## src/verilog/hdu9_defines.vh

```
// register map, field positions, reset values and baud divisors of the 9-bit uart
`ifndef HDU9_DEFINES_VH
`define HDU9_DEFINES_VH
`define HDU9_ADDR_DATA 8'hd6
`define HDU9_ADDR_CTRL 8'hd7
`define HDU9_BIT_RX_CHAR_READY_FLAG 7
`define HDU9_BIT_TXDONE 6
`define HDU9_BIT_RX_IRQ_ENABLE 5
`define HDU9_BIT_TX_IRQ_ENABLE 4
`define HDU9_BIT_BAUD_HI 3
`define HDU9_BIT_BAUD_LO 1
`define HDU9_BIT_NINTH 0
`define HDU9_CTRL_RESET 8'h00
`define HDU9_OVERSAMPLE 4'h8
`define HDU9_DIV_000 16'h1a00
`define HDU9_DIV_001 16'h0d00
`define HDU9_DIV_010 16'h0680
`define HDU9_DIV_011 16'h0340
`define HDU9_DIV_100 16'h01a0
`define HDU9_DIV_101 16'h0100
`define HDU9_DIV_110 16'h00d0
`define HDU9_SAMPLE_A 3'h3
`define HDU9_SAMPLE_B 3'h4
`define HDU9_SAMPLE_C 3'h5
`endif

```

## src/verilog/hdu9_tick_gen.v

```verilog
// oversampling tick generator: one pulse every divisor/8 internal clocks
`timescale 1ns/1ns
`include "hdu9_defines.vh"
module hdu9_tick_gen (
    // clock and reset
    input wire clk,
    input wire arst_n,
    // control
    input wire [2:0] baud_select,
    input wire restart,
    // output
    output reg tick
);
    reg [12:0] count;
    reg [12:0] reload;

    function [12:0] hdu9_div8;
        input [2:0] sel;
        reg [15:0] d;
        begin
            case (sel)
                3'h0: d = `HDU9_DIV_000;
                3'h1: d = `HDU9_DIV_001;
                3'h2: d = `HDU9_DIV_010;
                3'h3: d = `HDU9_DIV_011;
                3'h4: d = `HDU9_DIV_100;
                3'h5: d = `HDU9_DIV_101;
                3'h6: d = `HDU9_DIV_110;
                // reserved code runs at the fastest rate rather than stalling
                default: d = `HDU9_DIV_110;
            endcase
            hdu9_div8 = d[15:3] - 13'h0001;
        end
    endfunction

    always @* begin
        reload = hdu9_div8(baud_select);
    end

    // new selection takes effect at the next reload, no resync
    always @(posedge clk or negedge arst_n) begin
        if (!arst_n) begin
            count <= 13'h0000;
            tick <= 1'b0;
        end else if (restart) begin
            count <= reload;
            tick <= 1'b0;
        end else if (count == 13'h0000) begin
            count <= reload;
            tick <= 1'b1;
        end else begin
            count <= count - 13'h0001;
            tick <= 1'b0;
        end
    end
endmodule // hdu9_tick_gen

```

## src/verilog/hdu9_uart.v

```verilog
// half-duplex 9-bit uart with register port and level interrupt
// Functional notes
// - receiver watches falling edge unless transmitting
// - start bit spans eight oversample states
// - received ninth bit overwrites control ninth bit
// - wait stop bit, then load receive buffer
// - ready flag set on buffer load, interrupts
// - transmit start aborts ongoing reception
// - each interrupt source gated by own enable
// - data write loads shifter, starts, clears empty
// - data read returns receive buffer
// - baud select picks fixed divisor
// - baud change applies at next reload
// - ready flag written zero clears, one sets
// - empty flag set after send, zero clears
// - enable writes also load both flags
// - ninth bit write sets transmit level
// - eight ticks per bit, majority of three
// - frame: start, eight lsb-first, ninth, stop
// - tx pin follows port unless sending
`timescale 1ns/1ns
`include "hdu9_defines.vh"
module hdu9_uart (
    // clock and reset
    input wire clk,
    input wire arst_n,
    // register port
    input wire [7:0] addr,
    input wire [7:0] wdata,
    input wire wr,
    input wire rd,
    output reg [7:0] rdata,
    // serial lines
    input wire rx_pin,
    input wire port_value,
    output reg tx_pin,
    output reg tx_output_select,
    // interrupt
    output reg irq
);
    localparam ST_IDLE = 2'h0;
    localparam ST_START = 2'h1;
    localparam ST_DATA = 2'h2;
    localparam ST_STOP = 2'h3;

    // control register fields and receive buffer
    reg rx_char_ready_flag;
    reg tx_done_flag;
    reg rx_irq_enable;
    reg tx_irq_enable;
    reg [2:0] baud_select;
    reg ninth_data_bit;
    reg [7:0] serial_data_buffer;

    // rx synchroniser and history
    reg rx_meta;
    reg rx_sync;
    reg rx_prev;

    // transmitter
    reg tx_busy;
    reg [1:0] tx_state;
    reg [3:0] tx_phase;
    reg [3:0] tx_bit;
    reg [8:0] tx_shift;

    // receiver
    reg [1:0] rx_state;
    reg [2:0] rx_phase;
    reg [3:0] rx_bit;
    reg [8:0] rx_shift;
    reg [1:0] vote;

    wire wr_data = wr && (addr == `HDU9_ADDR_DATA);
    wire wr_ctrl = wr && (addr == `HDU9_ADDR_CTRL);
    wire rd_data = rd && (addr == `HDU9_ADDR_DATA);
    wire rd_ctrl = rd && (addr == `HDU9_ADDR_CTRL);

    wire tick;
    // the divider restarts on each frame so the first state has a full length
    wire rx_edge = rx_prev && !rx_sync && !tx_busy && (rx_state == ST_IDLE);
    hdu9_tick_gen u_tick (
        .clk(clk),
        .arst_n(arst_n),
        .baud_select(baud_select),
        .restart(wr_data || rx_edge),
        .tick(tick)
    );

    wire rx_done = tick && (rx_state == ST_STOP) && (rx_phase == 3'h7) && !tx_busy && !wr_data;
    wire tx_finish = tick && tx_busy && (tx_state == ST_STOP) && (tx_phase == 4'h7);
    wire next_ninth = vote[1] | (vote[0] & rx_sync);
    wire [7:0] ctrl_view = {rx_char_ready_flag, tx_done_flag, rx_irq_enable, tx_irq_enable,
                            baud_select, ninth_data_bit};

    always @(posedge clk or negedge arst_n) begin
        if (!arst_n) begin
            rx_meta <= 1'b1;
            rx_sync <= 1'b1;
            rx_prev <= 1'b1;
        end else begin
            rx_meta <= rx_pin;
            rx_sync <= rx_meta;
            rx_prev <= rx_sync;
        end
    end

    // register writes and hardware flag updates; hardware sets win over clears
    always @(posedge clk or negedge arst_n) begin
        if (!arst_n) begin
            {rx_char_ready_flag, tx_done_flag, rx_irq_enable, tx_irq_enable} <= 4'h0;
            baud_select <= 3'h0;
            ninth_data_bit <= 1'b0;
        end else begin
            if (wr_ctrl) begin
                rx_char_ready_flag <= wdata[`HDU9_BIT_RX_CHAR_READY_FLAG];
                tx_done_flag <= wdata[`HDU9_BIT_TXDONE];
                rx_irq_enable <= wdata[`HDU9_BIT_RX_IRQ_ENABLE];
                tx_irq_enable <= wdata[`HDU9_BIT_TX_IRQ_ENABLE];
                baud_select <= wdata[`HDU9_BIT_BAUD_HI:`HDU9_BIT_BAUD_LO];
                ninth_data_bit <= wdata[`HDU9_BIT_NINTH];
            end
            if (wr_data)
                tx_done_flag <= 1'b0;
            if (tx_finish)
                tx_done_flag <= 1'b1;
            if (rx_done) begin
                rx_char_ready_flag <= 1'b1;
                ninth_data_bit <= rx_shift[8];
            end
        end
    end

    // transmitter: start, 8 data lsb first, ninth, stop
    always @(posedge clk or negedge arst_n) begin
        if (!arst_n) begin
            tx_busy <= 1'b0;
            tx_state <= ST_IDLE;
            tx_phase <= 4'h0;
            tx_bit <= 4'h0;
            tx_shift <= 9'h000;
            tx_pin <= 1'b1;
            tx_output_select <= 1'b0;
        end else begin
            if (wr_data) begin
                // ninth bit taken from the control value as it stands now
                tx_shift <= {ninth_data_bit, wdata};
                tx_busy <= 1'b1;
                tx_state <= ST_START;
                tx_phase <= 4'h0;
                tx_bit <= 4'h0;
                tx_pin <= 1'b0;
                tx_output_select <= 1'b1;
            end else if (tick && tx_busy) begin
                if (tx_phase != 4'h7) begin
                    tx_phase <= tx_phase + 4'h1;
                end else begin
                    tx_phase <= 4'h0;
                    case (tx_state)
                        ST_START: begin
                            tx_state <= ST_DATA;
                            tx_pin <= tx_shift[0];
                        end
                        ST_DATA: begin
                            if (tx_bit == 4'h8) begin
                                tx_state <= ST_STOP;
                                tx_pin <= 1'b1;
                            end else begin
                                tx_bit <= tx_bit + 4'h1;
                                tx_shift <= {1'b0, tx_shift[8:1]};
                                tx_pin <= tx_shift[1];
                            end
                        end
                        ST_STOP: begin
                            tx_busy <= 1'b0;
                            tx_state <= ST_IDLE;
                            tx_output_select <= 1'b0;
                            tx_pin <= port_value;
                        end
                        default: tx_state <= ST_IDLE;
                    endcase
                end
            end else if (!tx_busy) begin
                // port value is same-domain logic, passed straight through
                tx_pin <= port_value;
            end
        end
    end

    // receiver with 3-sample majority vote
    always @(posedge clk or negedge arst_n) begin
        if (!arst_n) begin
            rx_state <= ST_IDLE;
            rx_phase <= 3'h0;
            rx_bit <= 4'h0;
            rx_shift <= 9'h000;
            vote <= 2'h0;
            serial_data_buffer <= 8'h00;
        end else if (tx_busy || wr_data) begin
            rx_state <= ST_IDLE;
            rx_phase <= 3'h0;
        end else if (rx_edge) begin
            rx_state <= ST_START;
            rx_phase <= 3'h0;
            rx_bit <= 4'h0;
            vote <= 2'h0;
        end else if (tick && rx_state != ST_IDLE) begin
            rx_phase <= rx_phase + 3'h1;
            if (rx_phase == `HDU9_SAMPLE_A)
                vote <= {1'b0, rx_sync};
            else if (rx_phase == `HDU9_SAMPLE_B)
                vote <= {vote[0] & rx_sync, vote[0] | rx_sync};
            else if (rx_phase == `HDU9_SAMPLE_C && rx_state == ST_DATA)
                rx_shift <= {next_ninth, rx_shift[8:1]};
            if (rx_phase == 3'h7) begin
                case (rx_state)
                    ST_START: rx_state <= ST_DATA;
                    ST_DATA: begin
                        if (rx_bit == 4'h8)
                            rx_state <= ST_STOP;
                        else
                            rx_bit <= rx_bit + 4'h1;
                    end
                    ST_STOP: begin
                        serial_data_buffer <= rx_shift[7:0];
                        rx_state <= ST_IDLE;
                    end
                    default: rx_state <= ST_IDLE;
                endcase
            end
        end
    end

    // read data valid the cycle after the strobe; unmapped reads give zero
    always @(posedge clk or negedge arst_n) begin
        if (!arst_n) begin
            rdata <= 8'h00;
        end else if (rd_data) begin
            rdata <= serial_data_buffer;
        end else if (rd_ctrl) begin
            rdata <= ctrl_view;
        end else begin
            rdata <= 8'h00;
        end
    end

    // level interrupt; flags are cleared by software write only
    always @(posedge clk or negedge arst_n) begin
        if (!arst_n)
            irq <= 1'b0;
        else
            irq <= (rx_char_ready_flag & rx_irq_enable) | (tx_done_flag & tx_irq_enable);
    end
endmodule // hdu9_uart
```

## config.mk

```make
export PLATFORM = sky130hd
export DESIGN_NAME = hdu9_uart
export DESIGN_NICKNAME = d
export VERILOG_FILES = /design/src/verilog/hdu9_tick_gen.v /design/src/verilog/hdu9_uart.v
export VERILOG_INCLUDE_DIRS = /design/src /design/src/verilog
export SDC_FILE = /design/constraint.sdc
export NUM_CORES = 1
export LEC_CHECK = 0
export ABC_CLOCK_PERIOD_IN_PS = 1880
export BUFFER_PORTS_ARGS = -buffer_cell sky130_fd_sc_hd__buf_4
export CORE_MARGIN = 3
export CORE_UTILIZATION = 54
export DETAILED_ROUTE_END_ITERATION = 10
export GPL_TIMING_DRIVEN = 0
export HOLD_SLACK_MARGIN = 0.1
export PLACE_DENSITY_LB_ADDON = 0.2
export SLEW_MARGIN = 15
export SYNTH_ARGS = -nofsm -noshare
export SYNTH_HDL_FRONTEND = slang
export SYNTH_SLANG_ARGS = --single-unit
export TNS_END_PERCENT = 50
```

## constraint.sdc

```tcl
create_clock -name clk -period 1.88 [get_ports clk]
set_clock_uncertainty 0.15 [all_clocks]
set_input_delay 0.188 -clock clk [delete_from_list [all_inputs] [get_ports clk]]
set_output_delay 0.188 -clock clk [all_outputs]
set_load 0.05 [all_outputs]
```

# == Word level (Yosys, flattened, before mapping) ==
# Index checks and enable logic that the tools add are counted.
# Widths: inputs -> output; s select.
# op_classes
reduce_logical,45
n_eq_ne,29
n_mux,60
order_cmp,0
mul,0
div,0
bitwise_logic,10
add_sub_neg,6
shifts,0
# ops
operator,count
$pmux 13 s6,1
$mux 4,13
$mux 9,5
$mux 13,2
$mux 2,13
$mux 1,18
$eq 8x8->1 const B,2
$logic_and 1x1->1,16
$mux 8,2
$reduce_bool 2->1,8
$eq 3x3->1 const B,5
$reduce_and 3->1,5
$logic_not 13->1,1
$sub 13x1->13 const B,1
$add 4x1->4 const B,3
$reduce_bool 3->1,4
$sub 10x1->11 const B,1
$reduce_and 5->1,2
$eq 3x2->1 const B,3
$mux 3,3
$eq 2x2->1 const B,4
$eq 4x4->1 const B,2
$ne 4x3->1 const B,2
$pmux 2 s2,2
18 further kinds,32
# word_totals
n_memories,0
regBits,83
out_inout_bits,11
mem_bits_rw,0
latch_bits,0
mem_bits_ro,0

# == Depth between registers and ports, before layout ==
# Gate-level depths: netlist (run 1).
# logic_depth
word_depth,7
ltp_mapped,8

# == By module ==
# A second synthesis (run 1) with hierarchy kept.
# hier_totals
cells_unflattened,368
area_unflattened_um2,4095.2
# by_module_without_submodules
mod,instances,cells_each,area_each_um2
hdu9_uart,1,293,3323.2
hdu9_tick_gen,1,75,772.0

# == Worst setup path after synthesis (run 1) ==
# Ideal clock, no wire load.
# synth_path
path_type,register to register
from,register tx_busy
to,register tx_bit[3]
synth_period_minus_slack_ps,2089
setup_time_ps,126
arrival_ps,1813
n_path_buf,2
required_time_ps,1604
stages_incl_launch_ff,7
slack_ps,-209
cell_sequence,dfrtp_1 -> buf_2 -> and2_1 -> nand4_1 -> buf_2 -> o21ai_0 -> a21oi_1
# synth_between
elab_chain_len,3
# synth_lines
item,line,source
"start, declared",hdu9_uart.v:61,reg tx_busy;
"start signal, assigned",hdu9_uart.v:137,tx_busy <= 1'b0;
"start signal, assigned",hdu9_uart.v:148,tx_busy <= 1'b1;
"start signal, assigned",hdu9_uart.v:175,tx_busy <= 1'b0;
$logic_and 1x1->1,hdu9_uart.v:154,end else if (tick && tx_busy) begin
$reduce_bool 2->1 (no line),-,
$reduce_and 4->1 (no line),-,
"end signal, assigned",hdu9_uart.v:169,tx_bit <= tx_bit + 4'h1;
"end, declared",hdu9_uart.v:64,reg [3:0] tx_bit;
# No other way between the ends.
# A chain may end at the register's enable or synchronous reset.

# == Final worst setup path (run 1) ==
# layout_path
from,register rx_state[1]
to,register serial_data_buffer[2]
# layout_between
elab_chain_len,4
word_cells_on_any_way,7
cone_classes,eq/ne (1); bitwise (1); reduce/logical (5)
# layout_lines
item,line,source
"start, declared",hdu9_uart.v:68,reg [1:0] rx_state;
"start signal, assigned",hdu9_uart.v:193,rx_state <= ST_IDLE;
"start signal, assigned",hdu9_uart.v:200,rx_state <= ST_IDLE;
"start signal, assigned",hdu9_uart.v:203,rx_state <= ST_START;
$logic_not 2->1,hdu9_uart.v:81,wire rx_edge = rx_prev && !rx_sync && !tx_busy && (rx_state == ST_IDLE);
$logic_and 1x1->1,hdu9_uart.v:81,
$not 1->1 (no line),-,
$reduce_and 5->1 (no line) *,-,
"end signal, assigned",hdu9_uart.v:225,serial_data_buffer <= rx_shift[7:0];
"end, declared",hdu9_uart.v:53,reg [7:0] serial_data_buffer;
# Mark *: on every way between the ends. The rest lies on a longest branch, timed or not.

==> summary.txt, run 1 <==
Status = finished with violations
Failing checks = negative setup slack
Vias in the first global route = 3,036
Normalized max-slew margin = 31.9%
Post-DP Area = 4510 sq um
Routed Wire Length = 8600 um
# fillers = 565
Drt initial violations = 101
Nets = 471
Final Critical Period = 2130 ps
Worst Path Class, Setup = reg -> reg
Syn Std Cell Area = 4100 sq um
Remaining global-route overflow = 0
Synthesized area per cell = 11.4 sq um
Most numerous cell in the Yosys netlist = dfrtp_1
LEAKAGE = 2.44 nW
Post-synth EDFFs = 0
Most used DFF post-synth = dfrtp_1
Top post-synthesis cells by count = 79 x dfrtp_1, 27 x nand2_1, 25 x nor2_1
Global-route wire length before repair = 14,500 um
Area grow syn2layout = 25.3%
Post-layout util = 70.4%
Largest net degree at the start of global routing = 84
Overall Global Routing Usage = 21.4%
Initial core utilization = 56.2%
Max clock buf depth = 2
Async set-reset flop share out of synthesis = 100%
Final worst setup slack = -251 ps
CP Max Fanout = 8
ANT cells = 0
GP Congestion = 0.830
Share of cells above drive strength 1 = 30.9%
DP HPWL = 5710 um
TritonCTS clock tree = yes
Rows = 31
Mapped Cells = 359
DR DRC count = 0
CP Launch Type = flop
Yosys top cell area share = 48.2%
RSZ-0062 raised after global routing = true
Die height = 93.1 um
Final setup viols = 38
Maximum capacitance violations = 0
Vias/cell = 5.57
Area leader, netlist = dfrtp_1
Worst-Skew Late Latency = 360 ps
Post-Place Setup Slack = -361 ps
Hold crit path type = in -> reg
Period utilization = 113%
H-tree depth = 3
Required time worst endpoint = 1990 ps
Yosys warnings = 0
CTS buffer count = 9
#FFs+latches synth = 83
Die width = 93.1 um
Total power = 4.54 mW
Count of clock tree sinks = 83
Placed cell count = 490
Syn_nets = 398
Final Hold Fails = 0
Post-synthesis sequential area ratio = 50.8%
Core area = 7290 sq um
DR pass1 iterations = 4
Area contributors post-synth = dfrtp_1 48%, ha_1 5.2%, mux2_2 4.7%
Root buf cell = clkbuf_8
DRT antenna net count = 0
Hold slack = 118 ps
Slew @ Worst Pin = 1020 ps
Crit. End Element = flop
Fmax = 469 MHz
Distinct cells, synth = 55
TNS Setup = -4740 ps
Slew Viols, Final = 0
Routed wire per std cell = 16.0 um
Peak supply drop = 0.000435 V
Die area = 8670 sq um
Input/output buffers = 32
Ports = 33
Pwr dens = 884 nW/um^2
DR vias = 2,987
Initial antenna violation count = 0
Final instance area = 5130 sq um
Final Non-Filler Cells = 536
Clock slew at reported path FFs = 100 ps
WP data arrival = 2240 ps
[worst max-delay path, stage by stage, from the launching register on]
cell     delay, ps
dfrtp_1        400
inv_2           70
ha_4           160
and2b_1        220
buf_6          110
buf_4           90
nand3_2         70
or3_4          430
mux2_4         330
[worst paths after layout]
path	start	to	slack, ps	depth (start not counted)
max in group asynchronous	arst_n	tx_busy	510	2
worst min-delay path	addr[3]	tx_done_flag	120	4
worst min register to register	rx_meta	rx_sync	220	0
worst max-delay path	rx_state[1]	serial_data_buffer[2]	-250	8
min in group asynchronous	arst_n	tx_phase[1]	390	2
worst max register to register	rx_state[1]	serial_data_buffer[2]	-250	8
[metal layers]
metal  vias to the layer above  wire (um)  global-route usage [%]
li1                       1439          -                       -
met1                      1477       3760                    27.3
met2                        62       4410                    37.0
met3                         9        332                    4.67
met4                         0        101                    5.74
met5                         -          0                       0
[power breakdown]
group          internal (mW)  leakage [nW]  switching [mW]
clock                  0.532         0.104           0.758
sequential              1.99          1.01           0.242
combinational          0.576          1.33           0.438
total                   3.10          2.44            1.44
[registers in the layout, summed over array words and instances, names as in the netlist, 3 cells and up]
register,count
u_tick.count,13
rx_shift,9
tx_shift,9
rdata,8
serial_data_buffer,8
rx_bit,4
tx_bit,4
tx_phase,4
baud_select,3
rx_phase,3
[placed cells by master, fill, tap and decap left out, drive strengths merged, types with 3 or more instances in the layout]
cell type and instances:
dfrtp 79, buf 58, mux2 29, nand2 27, nor2 25, inv 22
mux2i 17, ha 17, o21ai 17, dlygate4sd3 12, clkbuf 12, a21oi 11
a22o 11, nand3 11, nor3 9, xnor2 7, xor2 6, or3 6
nand4 5, and2 5, nand4b 4, nand3b 4, dfstp 4, nor4 4
or4 3, clkinv 3
[final cells by class]
cell class                      count  area, sq um  area share (%)
Buffer                             10         71.3            1.39
Clock buffer                        9          124            2.41
Clock inverter                      7         78.8            1.54
Inverter                           18         67.6            1.32
Multi-Input combinational cell    247         2040            39.8
Sequential cell                    83         2080            40.6
Tap cell                           99          124            2.41
Timing Repair Buffer               63          542            10.6
[repair_timing]
action / in CTS / in global routing
pin swaps: 4 / 8
resized for setup: 30 / 18
hold buffers: 12 / 0
buffers inserted: 16 / 3
gates cloned: 2 / 0
hold endpoints to repair: 97 / 0
endpoints found under the setup margin: 45 / 48
[logic make-up after synthesis]
logic type | count (synthesis) | synth area share [%]
AO/OA/AOI/OAI | 55 | 9.40
XOR/XNOR | 13 | 2.78
adder cells (fa/ha/maj) | 17 | 5.19
buffers and inverters | 29 | 3.11
flip-flops | 83 | 50.8
multiplexers | 46 | 12.5
AND/OR/NAND/NOR | 116 | 16.2
Note: power is estimated with default switching activity, not from simulation.
==> inputs of run 2 (changes only) <==
- ABC_AREA: not set -> 1
- CORE_ASPECT_RATIO: not set -> 1.4
==> run 2 against run 1 <==
The run now ends clean. Clock power fell by 10%. Sequential power is 9% lower. Routed wire length increased by 7.6%. Synthesized cell count increased by 52%. Area after synthesis grew 5.3%. Highest routed layer unchanged. Critical path type unchanged. Final cell count grew 32%. Non-clock buffer count shrank 18. First-iteration DRC count up 100%. Maximum frequency grew 19%. Register-to-register slack gained 340 ps.
==> summary.txt, run 2 <==
Post-synthesis sequential area ratio = 48.3%
Yosys warnings = 0
Vias in the first global route = 3,578
Slew Viols, Final = 0
Worst-Skew Late Latency = 350 ps
#FFs+latches synth = 83
Area grow syn2layout = 17.3%
Worst Path Class, Setup = reg -> reg
CP Launch Type = flop
Slew @ Worst Pin = 1030 ps
Hold slack = 183 ps
Period utilization = 95.2%
Largest Register = u_tick.count
GP Congestion = 0.937
Status = completed
Final worst setup slack = 89.9 ps
Routed wire per std cell = 13.1 um
Nets = 644
Most numerous cell in the Yosys netlist = nand2_1
DRT antenna net count = 0
Commonest non-fill, non-tap cell in the layout = nand2_1
CP Max Fanout = 10
Rows = 37
Distinct cells, synth = 32
DR vias = 3,606
ANT cells = 0
Pwr dens = 768 nW/um^2
Drt initial violations = 207
Normalized max-slew margin = 31.0%
Synthesized area per cell = 7.91 sq um
# fillers = 652
H-tree depth = 3
Final instance area = 5060 sq um
WP data arrival = 1880 ps
FF+latch area = 2080 sq um
Hold path depth = 5
Ports = 33
Largest regs = u_tick.count: 13 flops, rx_shift: 9 flops, tx_shift: 9 flops
TritonCTS clock tree = yes
Max FFs per register = 13
Initial antenna violation count = 0
Required time worst endpoint = 1970 ps
Multi-input gate area = 1940 sq um
DP HPWL = 6560 um
Final Critical Period = 1790 ps
Syn_nets = 584
Worst r2r path cells = 7
Root buf cell = clkbuf_8
Global-route wire length before repair = 15,800 um
Clock slew at reported path FFs = 80 ps
Core area = 7550 sq um
Yosys top cell area share = 45.8%
Crit. End Element = flop
Input/output buffers = 32
Remaining global-route overflow = 0
Total power = 3.89 mW
Max clock buf depth = 2
Largest net degree at the start of global routing = 84
Placed cell count = 674
Final setup viols = 0
Share of cells above drive strength 1 = 13.6%
Routed Wire Length = 9250 um
DR DRC count = 0
Final Non-Filler Cells = 707
Syn Std Cell Area = 4310 sq um
Final Hold Fails = 0
Most frequent cells in the layout = 187 x nand2_1, 79 x dfrtp_1, 76 x inv_1
Peak supply drop = 0.000430 V
Die width = 81.5 um
Initial core utilization = 57.2%
Hold crit path type = in -> reg
Post-synth EDFFs = 0
Die height = 112 um
CTS buffer count = 9
R2R setup slack = 90 ps
Maximum capacitance violations = 0
Vias/cell = 5.10
Die area = 9110 sq um
RSZ-0062 raised after global routing = true
Post-Place Setup Slack = 43.8 ps
LEAKAGE = 2.66 nW
Top post-synthesis cells by count = 188 x nand2_1, 79 x dfrtp_1, 77 x inv_1
Most used DFF post-synth = dfrtp_1
Post-DP Area = 4670 sq um
Area leader, netlist = dfrtp_1
TNS Setup = 0 ps
Async set-reset flop share out of synthesis = 100%
Count of clock tree sinks = 83
Mapped Cells = 545
Fmax = 559 MHz
Area contributors post-synth = dfrtp_1 46%, nand2_1 16%, inv_1 6.7%
DR pass1 iterations = 4
Post-layout util = 67.1%
Overall Global Routing Usage = 22.3%
[run 2: cell types whose count changed after synthesis, sizes merged, moves of 8 or more]
| cell | before | now |
|---|---|---|
| nor3 | 9 | 1 |
| mux2i | 17 | 0 |
| nand3 | 11 | 48 |
| nand2 | 27 | 192 |
| mux2 | 29 | 0 |
| inv | 18 | 78 |
| nor2 | 25 | 47 |
| o21ai | 17 | 35 |
| a22o | 11 | 1 |
[run 2: worst paths after layout]
| check | startpoint | to |
|---|---|---|
| max | rx_state[1] | vote[1] |
| min | addr[0] | rdata[4] |
| max reg2reg | rx_state[1] | vote[1] |
| min reg2reg | rx_meta | rx_sync |
| max in group asynchronous | arst_n | tx_phase[3] |
| min in group asynchronous | arst_n | u_tick.count[7] |
[run 2: kinds of logic (layout without fill, tap and decap cells)]
family	count (synthesis)	in the layout	synth area share (%)
DFF	83	83	48.3
AOI/OAI and AO/OA	53	53	6.99
xor gates and xnor gates	11	11	2.23
buffers and inverters	85	149	8.01
adders and majority gates	17	17	4.93
and+or+nand+nor	296	297	29.6
[run 2: worst max-delay path: stages (launching register included)]
cell     delay (ps)
dfrtp_1         440
inv_1            90
ha_1            200
nand3_2         270
nand2_1         180
nand2_1          80
nor2_1          160
o21ai_0         110
[run 2: metal layers]
layer  GRT usage (%)  wire length [um]
met5               0                 0
met4            11.5               257
met1            28.0              4050
met3            3.72               287
met2            36.2              4660
[run 2: report_power, final]
part           leakage (nW)  switching [mW]  total (mW)  internal, mW
logic                  1.47           0.426       0.693         0.268
registers              1.10           0.101        2.04          1.94
clock network        0.0905           0.608        1.16         0.550
total                  2.66            1.13        3.89          2.75
[run 2: final cells by class]
type | instances | share of cell area, %
tap | 97 | 2.40
sequential | 83 | 41.1
clock buffer | 14 | 3.21
timing repair buffer | 48 | 7.86
inverter | 78 | 5.78
multi-input combinational | 378 | 38.4
clock inverter | 2 | 0.198
buffer | 7 | 1.04
[run 2: timing repair]
item,CTS,global route
resized for setup,0,11
setup endpoints to repair,0,37
buffers inserted,0,1
hold endpoints to repair,99,0
hold buffers,15,0
==> inputs of run 3 (changes only) <==
- PLACE_DENSITY: not set -> 0.73
- PLACE_DENSITY_LB_ADDON: 0.2 -> not set
==> run 3 against run 2 <==
Die area unchanged. Via count up 0.55%. Hold slack worse by 39 ps. Largest cell class unchanged.
==> summary.txt, run 3 (synthesis results as in run 2) <==
Drt initial violations = 217
Period utilization = 93.7%
Count of clock tree sinks = 83
Input/output buffers = 32
Share of cells above drive strength 1 = 15.2%
Normalized max-slew margin = 72.8%
Worst-Skew Late Latency = 360 ps
Hold crit path type = in -> async
DRT antenna net count = 0
DP HPWL = 6560 um
TritonCTS clock tree = yes
DR DRC count = 0
Largest Register = u_tick.count
Initial core utilization = 57.2%
Slew @ Worst Pin = 409 ps
Die height = 112 um
Total power = 4.11 mW
# fillers = 642
Vias in the first global route = 3,545
Rows = 37
WP data arrival = 1880 ps
Routed wire per std cell = 13.2 um
Commonest non-fill, non-tap cell in the layout = nand2_1
Nets = 647
CP Max Fanout = 10
Die area = 9110 sq um
Maximum capacitance violations = 0
Max FFs per register = 13
GP Congestion = 0.862
Root buf cell = clkbuf_8
Max clock buf depth = 2
Final Critical Period = 1760 ps
Crit. End Element = flop
Most frequent cells in the layout = 186 x nand2_1, 78 x dfrtp_1, 76 x inv_1
Final Hold Fails = 0
DR vias = 3,626
Final setup viols = 0
Status = completed
Overall Global Routing Usage = 22.7%
Core area = 7550 sq um
ANT cells = 0
Routed Wire Length = 9400 um
Area grow syn2layout = 19.5%
Peak supply drop = 0.000557 V
Die width = 81.5 um
LEAKAGE = 2.71 nW
Required time worst endpoint = 2000 ps
TNS Setup = 0 ps
Largest net degree at the start of global routing = 84
Clock slew at reported path FFs = 80 ps
Worst Path Class, Setup = reg -> reg
Remaining global-route overflow = 0
Slew Viols, Final = 0
CP Launch Type = flop
Largest regs = u_tick.count: 13 flops, rx_shift: 9 flops, tx_shift: 9 flops
Fmax = 567 MHz
CTS buffer count = 9
H-tree depth = 3
Ports = 33
DR pass1 iterations = 5
Vias/cell = 5.11
Initial antenna violation count = 0
Global-route wire length before repair = 16,100 um
Pwr dens = 798 nW/um^2
==> run 3: changes by cell type in the layout (fill, tap and decap cells not counted), moves of 2 or more <==
cell	change
buf_4	+3
clkbuf_1	-3
ha_1	-2
ha_2	+2
==> run 3: routing by layer <==
| metal | vias to the layer above | part of all wire [%] | GRT usage, % |
|---|---|---|---|
| li1 | 1828 | - | - |
| met1 | 1718 | 42 | 28.0 |
| met2 | 64 | 53 | 38.6 |
| met3 | 16 | 3.2 | 4.77 |
| met4 | 0 | 1.9 | 8.12 |
| met5 | - | 0 | 0 |
==> run 3: critical path, stage by stage, from the launching register on <==
cell and delay [ps]:
dfrtp_1 400, inv_1 70, ha_1 200, nand3_2 170
nor2_4 160, nand2_2 90, nand3_2 140, buf_6 160
nand2_1 50, o21ai_0 80
==> run 3: layout make-up <==
class,instances,area (sq um),share of cell area (%)
Buffer,7,52.6,1.02
Clock buffer,12,165,3.21
Clock inverter,4,47.5,0.923
Inverter,78,293,5.68
Multi-Input combinational cell,378,1950,37.9
Sequential cell,83,2080,40.4
Tap cell,97,121,2.36
Timing Repair Buffer,51,438,8.50
==> run 3: timing repair <==
item	in CTS	in global routing
buffers inserted	0	4
resized for setup	1	14
pin swaps	0	5
gates cloned	0	1
setup endpoints to repair	1	34
hold buffers	14	0
endpoints found under the hold margin	101	0
==> run 3: per-stage QoR <==
stage          setup WS [ps]  hold WS, ps  area (sq um)  cells  util [%]
6_report                 118          144          5150    710      68.3
5_1_grt                -9.49          181          5150    710      68.3
4_1_cts                 31.8          141          5030    704      66.7
3_5_place_dp            30.4          147          4670    674      61.9
3_3_place_gp            96.8          146          4670    674      61.9
2_1_floorplan            113         -258          4310    545         -
==> run 3: worst paths after layout <==
| kind | startpoint | end | slack, ps | cells past startpoint |
|---|---|---|---|---|
| max | u_tick.count[0] | u_tick.count[8] | 120 | 9 |
| min | arst_n | tx_phase[2] | 140 | 2 |
| max reg2reg | u_tick.count[0] | u_tick.count[8] | 120 | 9 |
| min reg2reg | rx_meta | rx_sync | 210 | 0 |
| max in group asynchronous | arst_n | u_tick.tick | 830 | 3 |
| min in group clk | addr[0] | rdata[7] | 170 | 5 |
==> run 3: power by group <==
| part | switching [mW] | leakage, nW | internal (mW) |
|---|---|---|---|
| Combinational | 0.432 | 1.51 | 0.278 |
| Clock | 0.640 | 0.108 | 0.718 |
| Sequential | 0.107 | 1.10 | 1.94 |
| Total | 1.18 | 2.71 | 2.93 |
